### config.mk
export PLATFORM = sky130hd
export DESIGN_NAME = ctd_top
export DESIGN_NICKNAME = d
export VERILOG_FILES = /design/src/design/ctd_pkg.sv /design/src/design/ctd_decode.sv /design/src/design/ctd_edge.sv /design/src/design/ctd_top.sv
export VERILOG_INCLUDE_DIRS = /design/src /design/src/design
export SDC_FILE = /design/constraint.sdc
export NUM_CORES = 1
export LEC_CHECK = 0
export ABC_AREA = 1
export ABC_CLOCK_PERIOD_IN_PS = 2800
export BUFFER_PORTS_ARGS = -buffer_cell sky130_fd_sc_hd__buf_2
export CORE_MARGIN = 5
export CORE_UTILIZATION = 40
export DETAILED_ROUTE_END_ITERATION = 12
export GPL_TIMING_DRIVEN = 0
export PLACE_DENSITY = 0.56
export SKIP_CTS_REPAIR_TIMING = 1
export SYNTH_ARGS = -nofsm -noshare
export SYNTH_HDL_FRONTEND = slang
export SYNTH_SLANG_ARGS = --single-unit
### constraint.sdc
create_clock -name ref_clk -period 2.8 [get_ports ref_clk]
set_clock_uncertainty 0.15 [all_clocks]
set_input_delay 0.84 -clock ref_clk [delete_from_list [all_inputs] [get_ports ref_clk]]
set_output_delay 0.84 -clock ref_clk [all_outputs]
set_load 0.1 [all_outputs]
### src/design/ctd_map.svh
`ifndef CTD_MAP_SVH
`define CTD_MAP_SVH
// Reference in units of 0.1 mV
`define CTD_REF_W 15
`define CTD_REF_LO_BASE 15'h3c8c
`define CTD_REF_LO_STEP 15'h00fa
`define CTD_REF_HI_BASE 15'h1dc9
`define CTD_REF_HI_STEP 15'h007d
`define CTD_CODE_W 6
`define CTD_CODE_MSB 5
`define CTD_RST_REF 15'h0000
`endif

### src/design/ctd_pkg.sv
package ctd_pkg;
  typedef enum logic [1:0] {CTD_IDLE, CTD_PAR, CTD_SER} ctd_mode_t;
endpackage

### src/design/ctd_decode.sv
`include "ctd_map.svh"
module ctd_decode (
  input wire logic [5:0] code,
  output logic [14:0] ref_mv10
);
  logic [14:0] idx;
  always_comb
  begin
    idx = {10'h000, code[4:0]};
    if (code[`CTD_CODE_MSB])
      ref_mv10 = 15'(`CTD_REF_HI_BASE - idx * `CTD_REF_HI_STEP);
    else
      ref_mv10 = 15'(`CTD_REF_LO_BASE - idx * `CTD_REF_LO_STEP);
  end
endmodule

### src/design/ctd_edge.sv
module ctd_edge (
  input wire logic ref_clk,
  input wire logic rst_b,
  input wire logic sig,
  output logic rise
);
  typedef struct packed {
    logic prev;
  } ctd_edge_st_t;
  ctd_edge_st_t st_r;
  ctd_edge_st_t st_nxt;
  always_comb
  begin
    st_nxt = st_r;
    st_nxt.prev = sig;
  end
  always_ff @(posedge ref_clk or negedge rst_b)
  begin
    if (!rst_b)
      st_r <= '0;
    else
      st_r <= st_nxt;
  end
  assign rise = sig & ~st_r.prev;
endmodule

### src/design/ctd_top.sv
// Behaviour
// - Sample strap once on each enable rising edge and latch protocol.
// - Strap 1 selects parallel code mode, 0 selects serial mode.
// - Parallel mode uses all six code bits as one word for core reference.
// - Parallel mode keeps secondary rail high-impedance, both switch drives off.
// - Parallel mode ignores the processor power-ok input.
// - Parallel mode starts core soft-start without waiting for power-ok.
// - Serial mode ignores code bits 0, 4 and 5.
// - Serial mode routes code bits 2 and 3 onto the serial bus.
// - MSB 0 codes: 1.5500 V down by 25 mV per step.
// - MSB 1 codes: 0.7625 V down by 12.5 mV per step.
// - Parallel mode tracks code changes continuously into the core reference.
`include "ctd_map.svh"
module ctd_top (
  input wire logic ref_clk,
  input wire logic rst_b,
  input wire logic enable,
  input wire logic protocol_strap_bit,
  input wire logic voltage_code_bit0,
  input wire logic voltage_code_bit2,
  input wire logic voltage_code_bit3,
  input wire logic voltage_code_bit4,
  input wire logic voltage_code_bit5,
  input wire logic cpu_power_ok,
  output logic parallel_code_mode,
  output logic serial_code_mode,
  output logic [14:0] core_ref,
  output logic core_softstart_go,
  output logic secondary_rail_hs_on,
  output logic secondary_rail_ls_on,
  output logic secondary_rail_hiz,
  output logic serial_clk,
  output logic serial_data
);
  import ctd_pkg::*;

  typedef struct packed {
    ctd_mode_t mode;
    logic par;
    logic ser;
    logic [14:0] ref_val;
    logic go;
    logic hiz;
    logic hs_on;
    logic ls_on;
    logic sclk;
    logic sdat;
  } ctd_st_t;

  ctd_st_t st_r;
  ctd_st_t st_nxt;
  logic en_rise;
  logic [5:0] voltage_code_bus;
  logic [14:0] dec_ref;

  ctd_edge u_edge (
    .ref_clk(ref_clk),
    .rst_b(rst_b),
    .sig(enable),
    .rise(en_rise)
  );

  // Strap pin doubles as code bit 1
  assign voltage_code_bus = {voltage_code_bit5, voltage_code_bit4, voltage_code_bit3,
                             voltage_code_bit2, protocol_strap_bit, voltage_code_bit0};

  ctd_decode u_dec (
    .code(voltage_code_bus),
    .ref_mv10(dec_ref)
  );

  always_comb
  begin
    st_nxt = st_r;
    if (!enable)
    begin
      st_nxt.mode = CTD_IDLE;
    end
    else if (en_rise)
    begin
      st_nxt.mode = protocol_strap_bit ? CTD_PAR : CTD_SER;
    end
    case (st_nxt.mode)
      CTD_PAR:
      begin
        st_nxt.ref_val = dec_ref;
        st_nxt.go = 1'b1;
        st_nxt.hiz = 1'b1;
        st_nxt.hs_on = 1'b0;
        st_nxt.ls_on = 1'b0;
        st_nxt.sclk = 1'b0;
        st_nxt.sdat = 1'b0;
      end
      CTD_SER:
      begin
        st_nxt.ref_val = `CTD_RST_REF;
        st_nxt.go = 1'b0;
        st_nxt.hiz = 1'b0;
        st_nxt.hs_on = 1'b0;
        st_nxt.ls_on = 1'b0;
        st_nxt.sclk = voltage_code_bit2;
        st_nxt.sdat = voltage_code_bit3;
      end
      default:
      begin
        st_nxt.ref_val = `CTD_RST_REF;
        st_nxt.go = 1'b0;
        st_nxt.hiz = 1'b1;
        st_nxt.hs_on = 1'b0;
        st_nxt.ls_on = 1'b0;
        st_nxt.sclk = 1'b0;
        st_nxt.sdat = 1'b0;
      end
    endcase
    st_nxt.par = (st_nxt.mode == CTD_PAR);
    st_nxt.ser = (st_nxt.mode == CTD_SER);
  end

  always_ff @(posedge ref_clk or negedge rst_b)
  begin
    if (!rst_b)
    begin
      st_r.mode <= CTD_IDLE;
      st_r.par <= 1'b0;
      st_r.ser <= 1'b0;
      st_r.ref_val <= `CTD_RST_REF;
      st_r.go <= 1'b0;
      st_r.hiz <= 1'b1;
      st_r.hs_on <= 1'b0;
      st_r.ls_on <= 1'b0;
      st_r.sclk <= 1'b0;
      st_r.sdat <= 1'b0;
    end
    else
      st_r <= st_nxt;
  end

  assign parallel_code_mode = st_r.par;
  assign serial_code_mode = st_r.ser;
  assign core_ref = st_r.ref_val;
  assign core_softstart_go = st_r.go;
  assign secondary_rail_hiz = st_r.hiz;
  // Switch drives off whenever rail is floated
  assign secondary_rail_hs_on = st_r.hs_on;
  assign secondary_rail_ls_on = st_r.ls_on;
  assign serial_clk = st_r.sclk;
  assign serial_data = st_r.sdat;

  a_strap_latch: assert property (@(posedge ref_clk) disable iff (!rst_b)
    en_rise |=> (parallel_code_mode == $past(protocol_strap_bit)))
    else $error("mode not taken from strap");

  a_rise_once: assert property (@(posedge ref_clk) disable iff (!rst_b)
    en_rise |=> !en_rise)
    else $error("strap sampled twice");

  a_mode_excl: assert property (@(posedge ref_clk) disable iff (!rst_b)
    !(parallel_code_mode && serial_code_mode))
    else $error("both modes set");

  a_par_pick: assert property (@(posedge ref_clk) disable iff (!rst_b)
    (en_rise && protocol_strap_bit) |=> (parallel_code_mode && !serial_code_mode))
    else $error("strap 1 did not select parallel");

  a_ser_pick: assert property (@(posedge ref_clk) disable iff (!rst_b)
    (en_rise && !protocol_strap_bit) |=> (serial_code_mode && !parallel_code_mode))
    else $error("strap 0 did not select serial");

  a_mode_hold: assert property (@(posedge ref_clk) disable iff (!rst_b)
    (parallel_code_mode && enable && !en_rise) |=> parallel_code_mode)
    else $error("mode changed without edge");

  a_ser_hold: assert property (@(posedge ref_clk) disable iff (!rst_b)
    (serial_code_mode && enable && !en_rise) |=> serial_code_mode)
    else $error("serial mode lost without edge");

  a_strap_ignored: assert property (@(posedge ref_clk) disable iff (!rst_b)
    (enable && !en_rise && $changed(protocol_strap_bit)) |=>
    ($stable(parallel_code_mode) && $stable(serial_code_mode)))
    else $error("late strap change altered mode");

  a_idle_drop: assert property (@(posedge ref_clk) disable iff (!rst_b)
    !enable |=> (!parallel_code_mode && !serial_code_mode && core_ref == 15'h0000))
    else $error("outputs not idle with enable low");

  a_ref_track: assert property (@(posedge ref_clk) disable iff (!rst_b)
    (st_nxt.mode == CTD_PAR) |=> (core_ref == $past(dec_ref)))
    else $error("reference not tracking code");

  a_pok_ignore: assert property (@(posedge ref_clk) disable iff (!rst_b)
    (parallel_code_mode && enable && !en_rise && $stable(voltage_code_bus)) |=>
    ($stable(core_ref) && core_softstart_go))
    else $error("reference moved without code change");

  a_ref_range: assert property (@(posedge ref_clk) disable iff (!rst_b)
    parallel_code_mode |-> (core_ref >= 15'h0ea6 && core_ref <= 15'h3c8c))
    else $error("reference outside code table");

  a_lo_linear: assert property (@(posedge ref_clk) disable iff (!rst_b)
    (st_nxt.mode == CTD_PAR && !voltage_code_bus[5]) |=>
    (core_ref == 15'(15'h3c8c - 15'h00fa * $past(voltage_code_bus[4:0]))))
    else $error("upper half step wrong");

  a_hi_linear: assert property (@(posedge ref_clk) disable iff (!rst_b)
    (st_nxt.mode == CTD_PAR && voltage_code_bus[5]) |=>
    (core_ref == 15'(15'h1dc9 - 15'h007d * $past(voltage_code_bus[4:0]))))
    else $error("lower half step wrong");

  a_ref_top: assert property (@(posedge ref_clk) disable iff (!rst_b)
    (st_nxt.mode == CTD_PAR && voltage_code_bus == 6'h00) |=> (core_ref == 15'h3c8c))
    else $error("code 0 reference wrong");

  a_ref_low: assert property (@(posedge ref_clk) disable iff (!rst_b)
    (st_nxt.mode == CTD_PAR && voltage_code_bus == 6'h3f) |=> (core_ref == 15'h0ea6))
    else $error("code 63 reference wrong");

  a_ref_mid: assert property (@(posedge ref_clk) disable iff (!rst_b)
    (st_nxt.mode == CTD_PAR && voltage_code_bus == 6'h1f) |=> (core_ref == 15'h1e46))
    else $error("code 31 reference wrong");

  a_ref_c01: assert property (@(posedge ref_clk) disable iff (!rst_b)
    (st_nxt.mode == CTD_PAR && voltage_code_bus == 6'h01) |=> (core_ref == 15'h3b92))
    else $error("code 1 reference wrong");

  a_ref_c02: assert property (@(posedge ref_clk) disable iff (!rst_b)
    (st_nxt.mode == CTD_PAR && voltage_code_bus == 6'h02) |=> (core_ref == 15'h3a98))
    else $error("code 2 reference wrong");

  a_ref_c04: assert property (@(posedge ref_clk) disable iff (!rst_b)
    (st_nxt.mode == CTD_PAR && voltage_code_bus == 6'h04) |=> (core_ref == 15'h38a4))
    else $error("code 4 reference wrong");

  a_ref_c08: assert property (@(posedge ref_clk) disable iff (!rst_b)
    (st_nxt.mode == CTD_PAR && voltage_code_bus == 6'h08) |=> (core_ref == 15'h34bc))
    else $error("code 8 reference wrong");

  a_ref_c10: assert property (@(posedge ref_clk) disable iff (!rst_b)
    (st_nxt.mode == CTD_PAR && voltage_code_bus == 6'h10) |=> (core_ref == 15'h2cec))
    else $error("code 16 reference wrong");

  a_ref_c20: assert property (@(posedge ref_clk) disable iff (!rst_b)
    (st_nxt.mode == CTD_PAR && voltage_code_bus == 6'h20) |=> (core_ref == 15'h1dc9))
    else $error("code 32 reference wrong");

  a_ref_c21: assert property (@(posedge ref_clk) disable iff (!rst_b)
    (st_nxt.mode == CTD_PAR && voltage_code_bus == 6'h21) |=> (core_ref == 15'h1d4c))
    else $error("code 33 reference wrong");

  a_ref_c22: assert property (@(posedge ref_clk) disable iff (!rst_b)
    (st_nxt.mode == CTD_PAR && voltage_code_bus == 6'h22) |=> (core_ref == 15'h1ccf))
    else $error("code 34 reference wrong");

  a_ref_c24: assert property (@(posedge ref_clk) disable iff (!rst_b)
    (st_nxt.mode == CTD_PAR && voltage_code_bus == 6'h24) |=> (core_ref == 15'h1bd5))
    else $error("code 36 reference wrong");

  a_ref_c28: assert property (@(posedge ref_clk) disable iff (!rst_b)
    (st_nxt.mode == CTD_PAR && voltage_code_bus == 6'h28) |=> (core_ref == 15'h19e1))
    else $error("code 40 reference wrong");

  a_ref_c30: assert property (@(posedge ref_clk) disable iff (!rst_b)
    (st_nxt.mode == CTD_PAR && voltage_code_bus == 6'h30) |=> (core_ref == 15'h15f9))
    else $error("code 48 reference wrong");

  a_sec_off: assert property (@(posedge ref_clk) disable iff (!rst_b)
    parallel_code_mode |-> (secondary_rail_hiz && !secondary_rail_hs_on && !secondary_rail_ls_on))
    else $error("secondary rail active");

  a_go_nopok: assert property (@(posedge ref_clk) disable iff (!rst_b)
    parallel_code_mode |-> core_softstart_go)
    else $error("soft-start waits on power-ok");

  a_go_first: assert property (@(posedge ref_clk) disable iff (!rst_b)
    (en_rise && protocol_strap_bit) |=> core_softstart_go)
    else $error("soft-start late after detection");

  a_go_off: assert property (@(posedge ref_clk) disable iff (!rst_b)
    !parallel_code_mode |-> !core_softstart_go)
    else $error("soft-start outside parallel mode");

  a_ser_ref_zero: assert property (@(posedge ref_clk) disable iff (!rst_b)
    serial_code_mode |-> (core_ref == 15'h0000 && !core_softstart_go))
    else $error("parallel code used in serial mode");

  a_ser_ignore: assert property (@(posedge ref_clk) disable iff (!rst_b)
    (serial_code_mode && enable && !en_rise && $stable(voltage_code_bit2) && $stable(voltage_code_bit3)) |=>
    $stable({serial_clk, serial_data, core_ref}))
    else $error("ignored code bits reached outputs");

  a_serial_map: assert property (@(posedge ref_clk) disable iff (!rst_b)
    (st_nxt.mode == CTD_SER) |=> (serial_clk == $past(voltage_code_bit2) && serial_data == $past(voltage_code_bit3)))
    else $error("serial pins not routed");

  a_sclk_quiet: assert property (@(posedge ref_clk) disable iff (!rst_b)
    !serial_code_mode |-> (!serial_clk && !serial_data))
    else $error("serial pins active outside serial mode");

  c_par: cover property (@(posedge ref_clk) disable iff (!rst_b) $rose(parallel_code_mode));
  c_ser: cover property (@(posedge ref_clk) disable iff (!rst_b) $rose(serial_code_mode));
  c_code_chg: cover property (@(posedge ref_clk) disable iff (!rst_b)
    parallel_code_mode && $changed(core_ref));
  c_strap_flip: cover property (@(posedge ref_clk) disable iff (!rst_b) parallel_code_mode && $changed(protocol_strap_bit));
  c_ser_drop: cover property (@(posedge ref_clk) disable iff (!rst_b) $fell(serial_code_mode));
endmodule

---- Word level (Yosys, flattened, before mapping) ----
Index checks and enable logic that the tools add are counted.
storage, ports and cells
  RAM bits ................................ 0
  bits in read-only memories .............. 0
  latch bits .............................. 0
  input port bits ......................... 10
  memories ................................ 0
  bits in registers ....................... 26
operators by class
  $lt $le $gt $ge ......................... 0
  mux-type cells .......................... 5
  reduce and logical (&&, ||, !) cells .... 0
  equality and inequality tests ........... 2
  div/mod/pow operators ................... 0
  shifts and indexed selects .............. 0
  multiply operators ...................... 2
  add/subtract/negate cells ............... 2
  bitwise operators ....................... 2
operators with widths
  kind                      number
  $pmux W21 S2              1
  $mul A5 B7 Y12 const B    2
  $mux W15                  1
  $sub A14 B13 Y15 const A  1
  $sub A13 B12 Y14 const A  1
  $mux W2                   3
  $eq A2 B1 Y1 const B      1
  $eq A2 B2 Y1 const B      1
  $and A1 B1 Y1             1
  $not A1 Y1                1

---- Logic depth before layout (Yosys ltp) ----
Gate-level depths: netlist of the first run.
  word-level depth ........................ 6
  depth in mapped cells ................... 19

---- Cells and area by module ----
From an unflattened synthesis of the first run, not the netlist that was laid out.
second synthesis, totals
  cell total of the unflattened synthesis .. 405
  area total of the unflattened synthesis .. 3040.4 um^2
modules (own cells, without submodules)
  module      cells each  area each (um^2)  sequential area each (um^2)  instances
  ctd_decode  310         2062.0            0.0                          1
  ctd_top     92          943.4             576.8                        1
  ctd_edge    3           35.0              25.0                         1

---- Worst setup path after synthesis of the first run ----
OpenSTA, ideal clock, no wires.
  path type ............................... input-to-reg
  start ................................... input port protocol_strap_bit
  end ..................................... register st_r, in the netlist core_ref[11]
  setup time .............................. 71 ps
  buffers on the path ..................... 0
  setup slack ............................. -1104 ps
  stages on the path ...................... 19
  arrival ................................. 3682 ps
  path through ............................ inv_1 fa_1 inv_1 fa_1 inv_1 fa_1 ha_1 nand2_1 nor2_1 nand2_1 nand3_1 nand2_1 nor2_1 nand2_1 nand2_1 nand2_1 nand3_1 nand2_1 nor2_1
RTL lines
  item                    line            text
  start: declaration      ctd_top.sv:18   input wire logic protocol_strap_bit,
  end signal: assignment  ctd_top.sv:135  st_r <= st_nxt;
  end: declaration        ctd_top.sv:50   ctd_st_t st_r;

==> key figures, run 1 <==
Clock tree
  • Clock transition at path regs: around 80 ps
  • CTS tree: built
  • CTS Buf Count: 3
  • Root buffer cell: clkbuf_8
  • Clk_lat worst skew: between 200 and 300 ps
  • Bufs on Longest Clock Path: 2
  • H-tree levels: 1
  • Clock Sinks: 22

GRT
  • First-pass GRT wire length: 9800 um
  • Largest net degree at the start of global routing: 23
  • Total gr overflow: 0
  • Number of global-route vias before repair: 2,122
  • Total GRT Usage: 13.7%
  • Initial antenna violation count: 0

Yosys
  • XOR/XNOR share of the synthesized area: under 10%
  • Synth Area in Simple Gates: 19.3%
  • Adder-Cell Fraction of Synth Area: 34.6%
  • Yosys warns: 0
  • Mean Syn Cell Area: 7.90 um^2
  • Number of synthesized register bits: 22
  • Syn Inst Count: 359
  • Synthesized area: 0.00284 mm^2
  • Main combinational cell family by area after synthesis: adder cells
  • Mux contribution to synthesized area: 0%
  • Compound-cell area share of the yosys netlist: about 7.4%
  • Synth unique cells: 34
  • Seq/Total Area, Yosys: 19.5%

Finish
  • Ant diodes: 0
  • Fin nets: ~500
  • Final Non-Filler Cells: 513
  • Final Cell Area: 0.00375 mm^2
  • Area grow syn2layout: 32.3%
  • Share of cells above drive strength 1: 34.8%

Setup path
  • Critical path's slowest cell: fa_2
  • FF-to-FF End: core_ref[5]
  • Data required time at the worst endpoint: 2800 ps
  • Worst R2R Start: u_edge.st_r
  • CP cell instances: buf_12 -> fa_2 -> fa_1 -> fa_1 -> ha_4 -> a21oi_4 -> nand2_4 -> xnor2_4 -> nand3_4 -> nand3_4 -> nand2_1 -> nor2_1 -> nor2_2
  • Critical Path Max Stage Delay: ~620 ps
  • CP bufs+invs: 1
  • Worst Setup End Kind: register
  • Family with the most delay on the worst path: adder cells
  • Reg-to-reg slack, setup: 430 ps
  • Max FO, Critical Path: 6
  • Worst r2r path cells: 9
  • CP Class: in2reg
  • CP Data Arrival Time: 3810 ps
  • Startpoint Class: input pin

Pwr
  • Leak: around 2.0 nW
  • Worst vdd ir: 0.435 mV
  • PwrDens: about 660 mW/mm^2

Routing
  • DR pass1 iterations: 4
  • Vias after detailed routing: between 2,000 and 2,500
  • Routed vias/inst: 4.50
  • # DRC: 0
  • Routed WL: between 6000 and 7000 um
  • Routed length per placed instance: roughly 12 um
  • First DRT Iteration DRCs: 100
  • Routed Antenna Nets: 0

Min path
  • Min-Delay Path Class: in2async

Timing
  • RSZ-0062 raised after global routing: true
  • Fmax achieved: 262 MHz
  • Final setup fails: 10
  • Crit path time final: 3810 ps
  • TNS Setup: -7700 ps
  • Worst setup margin: -1010 ps
  • Tcrit/Tclk final: 136%
  • Final hold vios: 0
  • Max-slew violations: 0

Flow run
  • Max cap viols: 0

Floorplan
  • Io pins: 33
  • Die Width: 94.2 um
  • Initial Util: 41.5%
  • Placeable Area: roughly 0.0068 mm^2
  • Die Span Y: 94.2 um
  • Row count: 30
  • Die area: 0.00887 mm^2

Placement
  • Placed Instances: roughly 480
  • HPWL Detailed: 4730 um
  • GPL Wtd Cong: 0.828
  • Area post-placement: 0.00316 mm^2
  • Number of buffers added on ports: 27

Outcome
  • Violated checks: negative setup slack
  • Outcome: complete, but fails checks
## power by group
| part | leakage [nW] | switching [mW] | internal [mW] |
|---|---|---|---|
| Clock | 0.0357 | 0.0932 | 0.191 |
| Sequential | 0.296 | 0.00374 | 0.333 |
| Combinational | 1.70 | 1.11 | 0.729 |
## layout by cell type (no fill, tap or decap), types with 5 or more instances in the layout
cell type and count:
nand2_2 16, nand2_4 7, a21oi_1 13, inv_1 71
buf_4 42, nand3_1 13, nor2_1 14, inv_2 6
o21ai_2 5, buf_2 22, nand2_1 52, ha_4 9
ha_1 39, fa_1 18, dfrtp_1 21, xor2_1 5
## registers in the layout, summed over array words and instances, names as in the netlist
signal	count
serial_data	1
secondary_rail_hiz	1
serial_clk	1
st_r	2
core_ref	14
u_edge.st_r	1
serial_code_mode	1
core_softstart_go	1
## worst reg2reg max path, stage by stage (launching register included)
cell and delay, ps:
dfrtp_1 350, inv_1 60, o31ai_1 370, inv_1 120, ha_1 340, nor2_4 160, inv_1 100, nor2_4 130
inv_1 130, o32ai_1 350
## cell type report
cell class                      count  area [um^2]
Tap cell                           96          120
Clock inverter                      1         30.0
Timing Repair Buffer               52          400
Multi-Input combinational cell    238         2140
Inverter                           82          324
Sequential cell                    22          552
Fill cell                         662         3080
Clock buffer                        3         41.3
Buffer                             19          143
## metal layers
| metal | vias up | track usage (%) | wire [um] |
|---|---|---|---|
| met4 | 0 | 2.53 | 64 |
| met5 | - | 0 | 0 |
| met2 | 36 | 23.1 | 2970 |
| li1 | 1202 | - | - |
| met1 | 1064 | 19.2 | 2890 |
| met3 | 6 | 1.20 | 179 |
## per-stage QoR
step	hold slack [ps]	util [%]	total power [mW]	setup slack (ps)
after floorplan	364	-	1.51	-1060
after global placement	398	46.3	1.75	-1840
after detailed placement	409	46.3	1.76	-1870
after CTS	392	47.3	2.06	-1600
after global routing	423	54.9	2.67	-1170
final	379	54.9	2.46	-1010
## worst max-delay path by stage
stage / startpoint / endpoint / slack, ps / cells past startpoint
2_1_floorplan: protocol_strap_bit / core_ref[11] / -1060 / 19
3_3_place_gp: protocol_strap_bit / core_ref[11] / -1840 / 20
3_5_place_dp: protocol_strap_bit / core_ref[11] / -1870 / 20
4_1_cts: protocol_strap_bit / core_ref[11] / -1600 / 20
5_1_grt: voltage_code_bit0 / core_ref[11] / -1170 / 20
6_report: voltage_code_bit4 / core_ref[11] / -1010 / 13
## cells by family (layout without fill, tap and decap cells)
| logic type | after synthesis | count (layout) |
|---|---|---|
| AO/OA/AOI/OAI | 36 | 36 |
| buffers and inverters | 101 | 157 |
| AND/OR/NAND/NOR | 123 | 123 |
| adder cells (fa/ha/maj) | 67 | 67 |
| flip-flops | 22 | 22 |
| XOR/XNOR | 9 | 9 |
| other | 1 | 3 |
## synth_stat cells
cell / count / area (um^2)
o21bai_1: 1 / 7.51
o32ai_1: 1 / 8.76
o31a_1: 1 / 8.76
xor2_1: 5 / 43.8
nand3b_1: 1 / 7.51
inv_1: 79 / 297
o21ai_1: 5 / 25.0
o21ai_0: 4 / 20.0
nand3_1: 15 / 75.1
fa_1: 19 / 380
or2_0: 1 / 6.26
dfstp_2: 1 / 26.3
nor2_1: 20 / 75.1
dfrtp_1: 21 / 526
clkinv_4: 1 / 8.76
xnor2_2: 1 / 16.3
xnor2_1: 3 / 26.3
nand3_2: 3 / 30.0
buf_4: 19 / 143
nor2_4: 1 / 11.3
or2_2: 2 / 12.5
clkinv_1: 1 / 3.75
nand2_1: 67 / 251
inv_2: 1 / 3.75
o211ai_1: 1 / 7.51
nand2_2: 8 / 50.1
nand4_1: 3 / 18.8
ha_1: 48 / 601
a21oi_2: 2 / 17.5
o31ai_1: 1 / 7.51
o22ai_1: 5 / 31.3
nor3_1: 2 / 10.0
conb_1: 1 / 3.75
a21oi_1: 15 / 75.1
(Power assumes the default switching activity.)
==> run 2, diff against run 1 <==
--- a/config.mk
+++ b/config.mk
@@ -13,7 +13,7 @@
 export CORE_UTILIZATION = 40
 export DETAILED_ROUTE_END_ITERATION = 12
 export GPL_TIMING_DRIVEN = 0
-export PLACE_DENSITY = 0.56
+export SETUP_SLACK_MARGIN = 0.1
 export SKIP_CTS_REPAIR_TIMING = 1
 export SYNTH_ARGS = -nofsm -noshare
 export SYNTH_HDL_FRONTEND = slang
==> run 2 against run 1 <==
  * The flow still finishes with violations (negative setup slack)
  * Clock power decreased by 23%
  * Utilization decreased by 0.92 points
  * Hold slack got worse by 3.3 ps
  * Register-to-register slack improved by 60 ps
  * Critical path depth increased by 7
  * Non-clock buffer count unchanged
  * Critical path type unchanged
==> key figures, run 2 (synthesis results as in run 1) <==
Outcome
  • Outcome: complete, but fails checks
  • Violated checks: negative setup slack

Finish
  • Ant diodes: 0 (unchanged)
  • Share of cells above drive strength 1: 33.3% (-1.4 points)
  • Commonest non-fill, non-tap cell in the layout: inv_1
  • Commonest cells after routing, fill and taps aside: 72 x inv_1, 56 x nand2_1, 42 x buf_4
  • Max reg flops: 14 (unchanged)
  • Largest regs: core_ref x14, st_r x2
  • Area grow syn2layout: 30.1%
  • Core Util, Final: 54.0% (-0.92 points)
  • Fin nets: 495 (unchanged)
  • Top reg by flops: core_ref

Floorplan
  • Die Span Y: 94.2 um (unchanged)
  • Initial Util: 41.5% (unchanged)
  • Die area: 0.00887 mm^2 (unchanged)
  • Io pins: 33 (unchanged)
  • Row count: 30 (unchanged)
  • Die Width: 94.2 um (unchanged)
  • Placeable Area: 0.00683 mm^2 (unchanged)

GRT
  • Initial antenna violation count: 0 (unchanged)
  • Largest net degree at the start of global routing: 23 (unchanged)
  • First-pass GRT wire length: 9730 um (-0.76%)
  • Total gr overflow: 0 (unchanged)
  • Number of global-route vias before repair: 2,112 (-0.47%)
  • Total GRT Usage: 13.5% (-0.20 points)

Setup path
  • Crit path to: core_ref[11]
  • Startpoint Class: input pin
  • Worst Setup End Kind: register
  • Max FO, Critical Path: 7 (+1)
  • Critical path's slowest cell: fa_1
  • Most used cell, CP: nand2_1
  • CP Class: in2reg
  • CP Data Arrival Time: 3900 ps (+90 ps)
  • CP cell instances: buf_12 -> clkinvlp_4 -> fa_1 -> inv_1 -> fa_1 -> inv_2 -> fa_1 -> ha_4 -> nand2_4 -> nor2_2 -> nand2_1 -> nand3_2 -> nand2_2 -> nor2_2 -> nand2_2 -> nand2_1 -> nand2_1 -> nand3_1 -> nand2_1 -> nor2_1
  • Worst r2r path cells: 9 (unchanged)
  • Reg-to-reg slack, setup: 490 ps (+60 ps)
  • Worst R2R Start: u_edge.st_r
  • Crit path launch: protocol_strap_bit
  • Critical Path Max Stage Delay: 520 ps (-100 ps)
  • Data required time at the worst endpoint: 2840 ps (+40 ps)
  • FF-to-FF End: core_ref[5]

Clock tree
  • H-tree levels: 1 (unchanged)
  • Clock Sinks: 22 (unchanged)
  • CTS Buf Count: 3 (unchanged)
  • CTS tree: built
  • Clk_lat worst skew: 260 ps (about the same)
  • Root buffer cell: clkbuf_8
  • Clock transition at path regs: 80 ps (about the same)
  • Bufs on Longest Clock Path: 2 (unchanged)

Pwr
  • Final total power: 2.34 mW (-4.8%)
  • Switching share of power: 49.6% (+0.56 points)
  • Leak: 2.01 nW (-0.81%)
  • Sequential Power Share: 14.4% (+0.7 points)
  • Pint: 1.18 mW (-5.9%)
  • Worst vdd ir: 0.292 mV (-33%)
  • Combinational Power Share: 76.2% (+1.5 points)
  • Switching power: 1.16 mW (-3.8%)
  • PwrDens: 634 mW/mm^2 (-3.2%)
  • Clk pwr share: 9.4% (-2.1 points)

Placement
  • Number of buffers added on ports: 27 (unchanged)
  • GPL Wtd Cong: 0.830 (+0.25%)
  • Worst slack at placement: -1780 ps (+90.1 ps)
  • HPWL Detailed: 4770 um (+0.96%)

Timing
  • TNS Setup: -7830 ps (-132 ps)
  • Max-slew violations: 0 (unchanged)
  • Tcrit/Tclk final: 138% (+1.8 points)
  • Final hold vios: 0 (unchanged)
  • Worst setup margin: -1060 ps (-49.8 ps)
  • Final setup fails: 10 (unchanged)
  • RSZ-0062 raised after global routing: true
  • Fmax achieved: 259 MHz (-1.3%)
  • Crit path time final: 3860 ps (+49.8 ps)

Routing
  • First DRT Iteration DRCs: 77 (-23%)
  • DR pass1 iterations: 4 (unchanged)
  • Routed vias/inst: 4.49 (-0.30%)
  • # DRC: 0 (unchanged)
  • Routed WL: 6120 um (+0.31%)
  • Routed Antenna Nets: 0 (unchanged)
  • Routed length per placed instance: 11.9 um (+0.31%)
  • Vias after detailed routing: 2,301 (-0.30%)

Min path
  • Min-Delay Path Class: in2async

Flow run
  • Max cap viols: 0 (unchanged)
==> run 2: cell count changes in the layout (fill, tap and decap cells not counted), moves of 2 or more <==
cell / change
nand3_1: -3
nand3_2: +3
o21ai_1: +2
nand2_4: -5
nand2_1: +4
nor2_1: +2
o21ai_2: -2
==> run 2: cell type report <==
class / instances / area, um^2
Fill cell: 654 / 3140
Sequential cell: 22 / 552
Clock buffer: 4 / 55.1
Multi-Input combinational cell: 238 / 2100
Tap cell: 96 / 120
Inverter: 82 / 320
Buffer: 19 / 143
Timing Repair Buffer: 52 / 400
==> run 2: critical path: cells and delay by family <==
family	cells	cell delay, ps
adder cells (fa/ha/maj)	4	1840
AND/OR/NAND/NOR	12	890
buffers and inverters	4	330
==> run 2: power by group through the flow <==
stage	Clock (mW)	Combinational [mW]	Sequential, mW
6_report	0.219	1.78	0.337
5_1_grt	0.236	1.98	0.338
4_1_cts	0.225	1.42	0.337
3_5_place_dp	0	1.42	0.343
3_3_place_gp	0	1.40	0.343
2_1_floorplan	0	1.13	0.377
==> run 2: layer usage <==
layer	track usage, %	routed length, um	vias up
met5	0	0	-
met4	3.13	72	0
met3	1.36	176	6
met2	22.7	2990	33
met1	18.6	2880	1065
li1	-	-	1197
==> run 2: how the worst min path moves through the flow <==
stage               startpoint           end  cells past startpoint
floorplan             st_r[23]      st_r[23]                      2
global placement      st_r[23]      st_r[23]                      2
detailed placement    st_r[23]      st_r[23]                      2
CTS                      rst_b   serial_data                      1
global route             rst_b  core_ref[13]                      1
finish                   rst_b  core_ref[13]                      1
==> run 2: metrics by stage <==
stage,hold WS [ps],cell area (um^2),cells
finish,376,3690,513
global placement,398,3160,484
floorplan,364,2910,361
global route,420,3690,513
detailed placement,416,3160,484
CTS,393,3220,488
==> run 3, diff against run 2 <==
--- a/config.mk
+++ b/config.mk
@@ -9,7 +9,6 @@
 export ABC_AREA = 1
 export ABC_CLOCK_PERIOD_IN_PS = 2800
 export BUFFER_PORTS_ARGS = -buffer_cell sky130_fd_sc_hd__buf_2
-export CORE_MARGIN = 5
 export CORE_UTILIZATION = 40
 export DETAILED_ROUTE_END_ITERATION = 12
 export GPL_TIMING_DRIVEN = 0
==> run 3 against run 2 <==
  * The run still ends with negative setup slack left
  * Fmax grew 2.6%
  * Critical endpoint unchanged
  * Sequential share of layout area grew 0.14 points
  * Hold slack gained 4.3 ps
  * Sequential power is essentially flat
==> key figures, run 3 (synthesis results as in run 1) <==
Timing
  • Tcrit/Tclk final: 134% (-3.6 points)
  • Final hold vios: 0 (unchanged)
  • Worst setup margin: -964 ps (+99.6 ps)
  • Final setup fails: 10 (unchanged)
  • Max-slew violations: 0 (unchanged)
  • Fmax achieved: 266 MHz (+2.6%)
  • Hold slack: 380 ps (+4.28 ps)
  • TNS Setup: -7320 ps (+512 ps)
  • Crit path time final: 3760 ps (-99.6 ps)
  • RSZ-0062 raised after global routing: true

Finish
  • Fin nets: 494 (-0.20%)
  • Ant diodes: 0 (unchanged)
  • Share of cells above drive strength 1: 33.4% (+0.080 points)
  • Top reg by flops: core_ref
  • Final Non-Filler Cells: 512 (-0.19%)
  • Storage element area: 552 um^2 (unchanged)
  • Area grow syn2layout: 28.9%
  • Final Cell Area: 0.00365 mm^2 (-0.95%)
  • Core Util, Final: 53.5% (-0.51 points)
  • Largest regs: core_ref x14, st_r x2
  • Max reg flops: 14 (unchanged)
  • Area of the multi-input gates: 0.00208 mm^2 (-1.1%)
  • Commonest cells after routing, fill and taps aside: 70 x inv_1, 57 x nand2_1, 41 x buf_4
  • Commonest non-fill, non-tap cell in the layout: inv_1
  • Number of fillers in the final layout: 657 (+0.46%)

Setup path
  • Family with the most delay on the worst path: adder cells
  • Critical path's slowest cell: fa_1
  • CP Class: in2reg
  • Worst R2R Start: u_edge.st_r
  • FF-to-FF End: core_ref[8]
  • CP Data Arrival Time: 3800 ps (-100 ps)
  • Worst r2r path cells: 11 (+2)
  • Critical Path Max Stage Delay: 510 ps (about the same)
  • CP bufs+invs: 4 (unchanged)
  • Max FO, Critical Path: 7 (unchanged)
  • Reg-to-reg slack, setup: 570 ps (+80 ps)
  • Data required time at the worst endpoint: 2840 ps (about the same)
  • Most used cell, CP: nand2_1
  • CP cell instances: buf_12 -> clkinvlp_4 -> fa_1 -> inv_1 -> fa_1 -> inv_2 -> fa_1 -> ha_4 -> nand2_2 -> nor2_1 -> nand2_1 -> nand3_2 -> nand2_2 -> nor2_2 -> nand2_2 -> nand2_1 -> nand2_1 -> nand3_1 -> nand2_1 -> nor2_1
  • Worst Setup End Kind: register
  • Startpoint Class: input pin

Pwr
  • Leak: 1.99 nW (-1.3%)
  • PwrDens: 611 mW/mm^2 (-3.6%)
  • Worst vdd ir: 0.227 mV (-22%)

Clock tree
  • CTS tree: built
  • CTS Buf Count: 3 (unchanged)
  • Root buffer cell: clkbuf_8
  • Clk_lat worst skew: 250 ps (about the same)
  • Clock transition at path regs: 70 ps (about the same)
  • H-tree levels: 1 (unchanged)
  • Bufs on Longest Clock Path: 2 (unchanged)
  • Clock Sinks: 22 (unchanged)

Min path
  • Min-Delay Path Class: in2async

Routing
  • Routed Antenna Nets: 0 (unchanged)
  • Routed length per placed instance: 11.3 um (-5.2%)
  • Routed vias/inst: 4.49 (about the same)
  • First DRT Iteration DRCs: 89 (+16%)
  • Routed WL: 5790 um (-5.4%)
  • DR pass1 iterations: 4 (unchanged)
  • Vias after detailed routing: 2,297 (-0.17%)
  • # DRC: 0 (unchanged)

Flow run
  • Max cap viols: 0 (unchanged)

Placement
  • Area post-placement: 0.00316 mm^2 (unchanged)
  • GPL Wtd Cong: 0.857 (+3.3%)
  • Number of buffers added on ports: 27 (unchanged)
  • HPWL Detailed: 4640 um (-2.8%)
  • Placed Instances: 484 (unchanged)

Outcome
  • Violated checks: negative setup slack
  • Outcome: complete, but fails checks

Floorplan
  • Placeable Area: 0.00683 mm^2 (unchanged)
  • Die Span Y: 86.2 um (-8.5%)
  • Die area: 0.00743 mm^2 (-16%)
  • Initial Util: 41.5% (unchanged)
  • Die Width: 86.2 um (-8.5%)
  • Row count: 30 (unchanged)
  • Io pins: 33 (unchanged)

GRT
  • Number of global-route vias before repair: 2,088 (-1.1%)
  • First-pass GRT wire length: 9220 um (-5.3%)
  • Total gr overflow: 0 (unchanged)
  • Largest net degree at the start of global routing: 23 (unchanged)
  • Initial antenna violation count: 0 (unchanged)
  • Total GRT Usage: 15.6% (+2.1 points)
==> run 3: changes by cell type in the layout (fill, tap and decap cells not counted), moves of 2 or more <==
cell | before | now
nand3_1 | 10 | 12
nand3_4 | 3 | 1
ha_1 | 39 | 35
inv_1 | 72 | 70
ha_2 | 0 | 3
nor2_4 | 3 | 1
nor2_1 | 16 | 18
inv_2 | 6 | 8
==> run 3: layout make-up <==
type,instances,share of cell area (%)
well taps,96,3.29
plain buffers,19,3.90
inverters,82,8.76
multi-input cells,238,56.8
repair buffers,51,10.6
clock buffers,4,1.51
flip-flops and latches,22,15.1
==> run 3: routing by layer <==
layer | routed length, um | global-route usage (%)
met3 | 154 | 0.952
met5 | 0 | 0
met2 | 2880 | 28.9
met1 | 2690 | 20.3
met4 | 64 | 2.58
==> run 3: power by group <==
part	switching, mW	internal [mW]	leakage, nW	total, mW
clock	0.0894	0.125	0.0288	0.214
sequential	0.00363	0.333	0.296	0.337
combinational	0.999	0.682	1.66	1.68
total	1.09	1.14	1.99	2.23
==> run 3: worst reg2reg max path: stages, from the launching register on <==
cell,delay (ps)
dfrtp_1,350
inv_1,50
o31ai_1,350
inv_1,160
ha_4,270
nor2_4,140
inv_1,70
nor2_2,200
inv_2,110
a21oi_1,120
o21ai_0,110
nand2_1,90
==> run 3: worst max path at each step <==
| stage | from | to | cells after the start |
|---|---|---|---|
| floorplan | protocol_strap_bit | core_ref[11] | 19 |
| global placement | protocol_strap_bit | core_ref[11] | 20 |
| detailed placement | protocol_strap_bit | core_ref[11] | 20 |
| CTS | protocol_strap_bit | core_ref[11] | 20 |
| global route | voltage_code_bit0 | core_ref[11] | 20 |
| finish | voltage_code_bit0 | core_ref[11] | 20 |
==> run 3: metrics by stage <==
step | total power, mW | worst slack, ps
final | 2.23 | -964
after CTS | 1.98 | -1470
after floorplan | 1.51 | -1060
after global routing | 2.44 | -1210
after global placement | 1.74 | -1720
after detailed placement | 1.76 | -1740
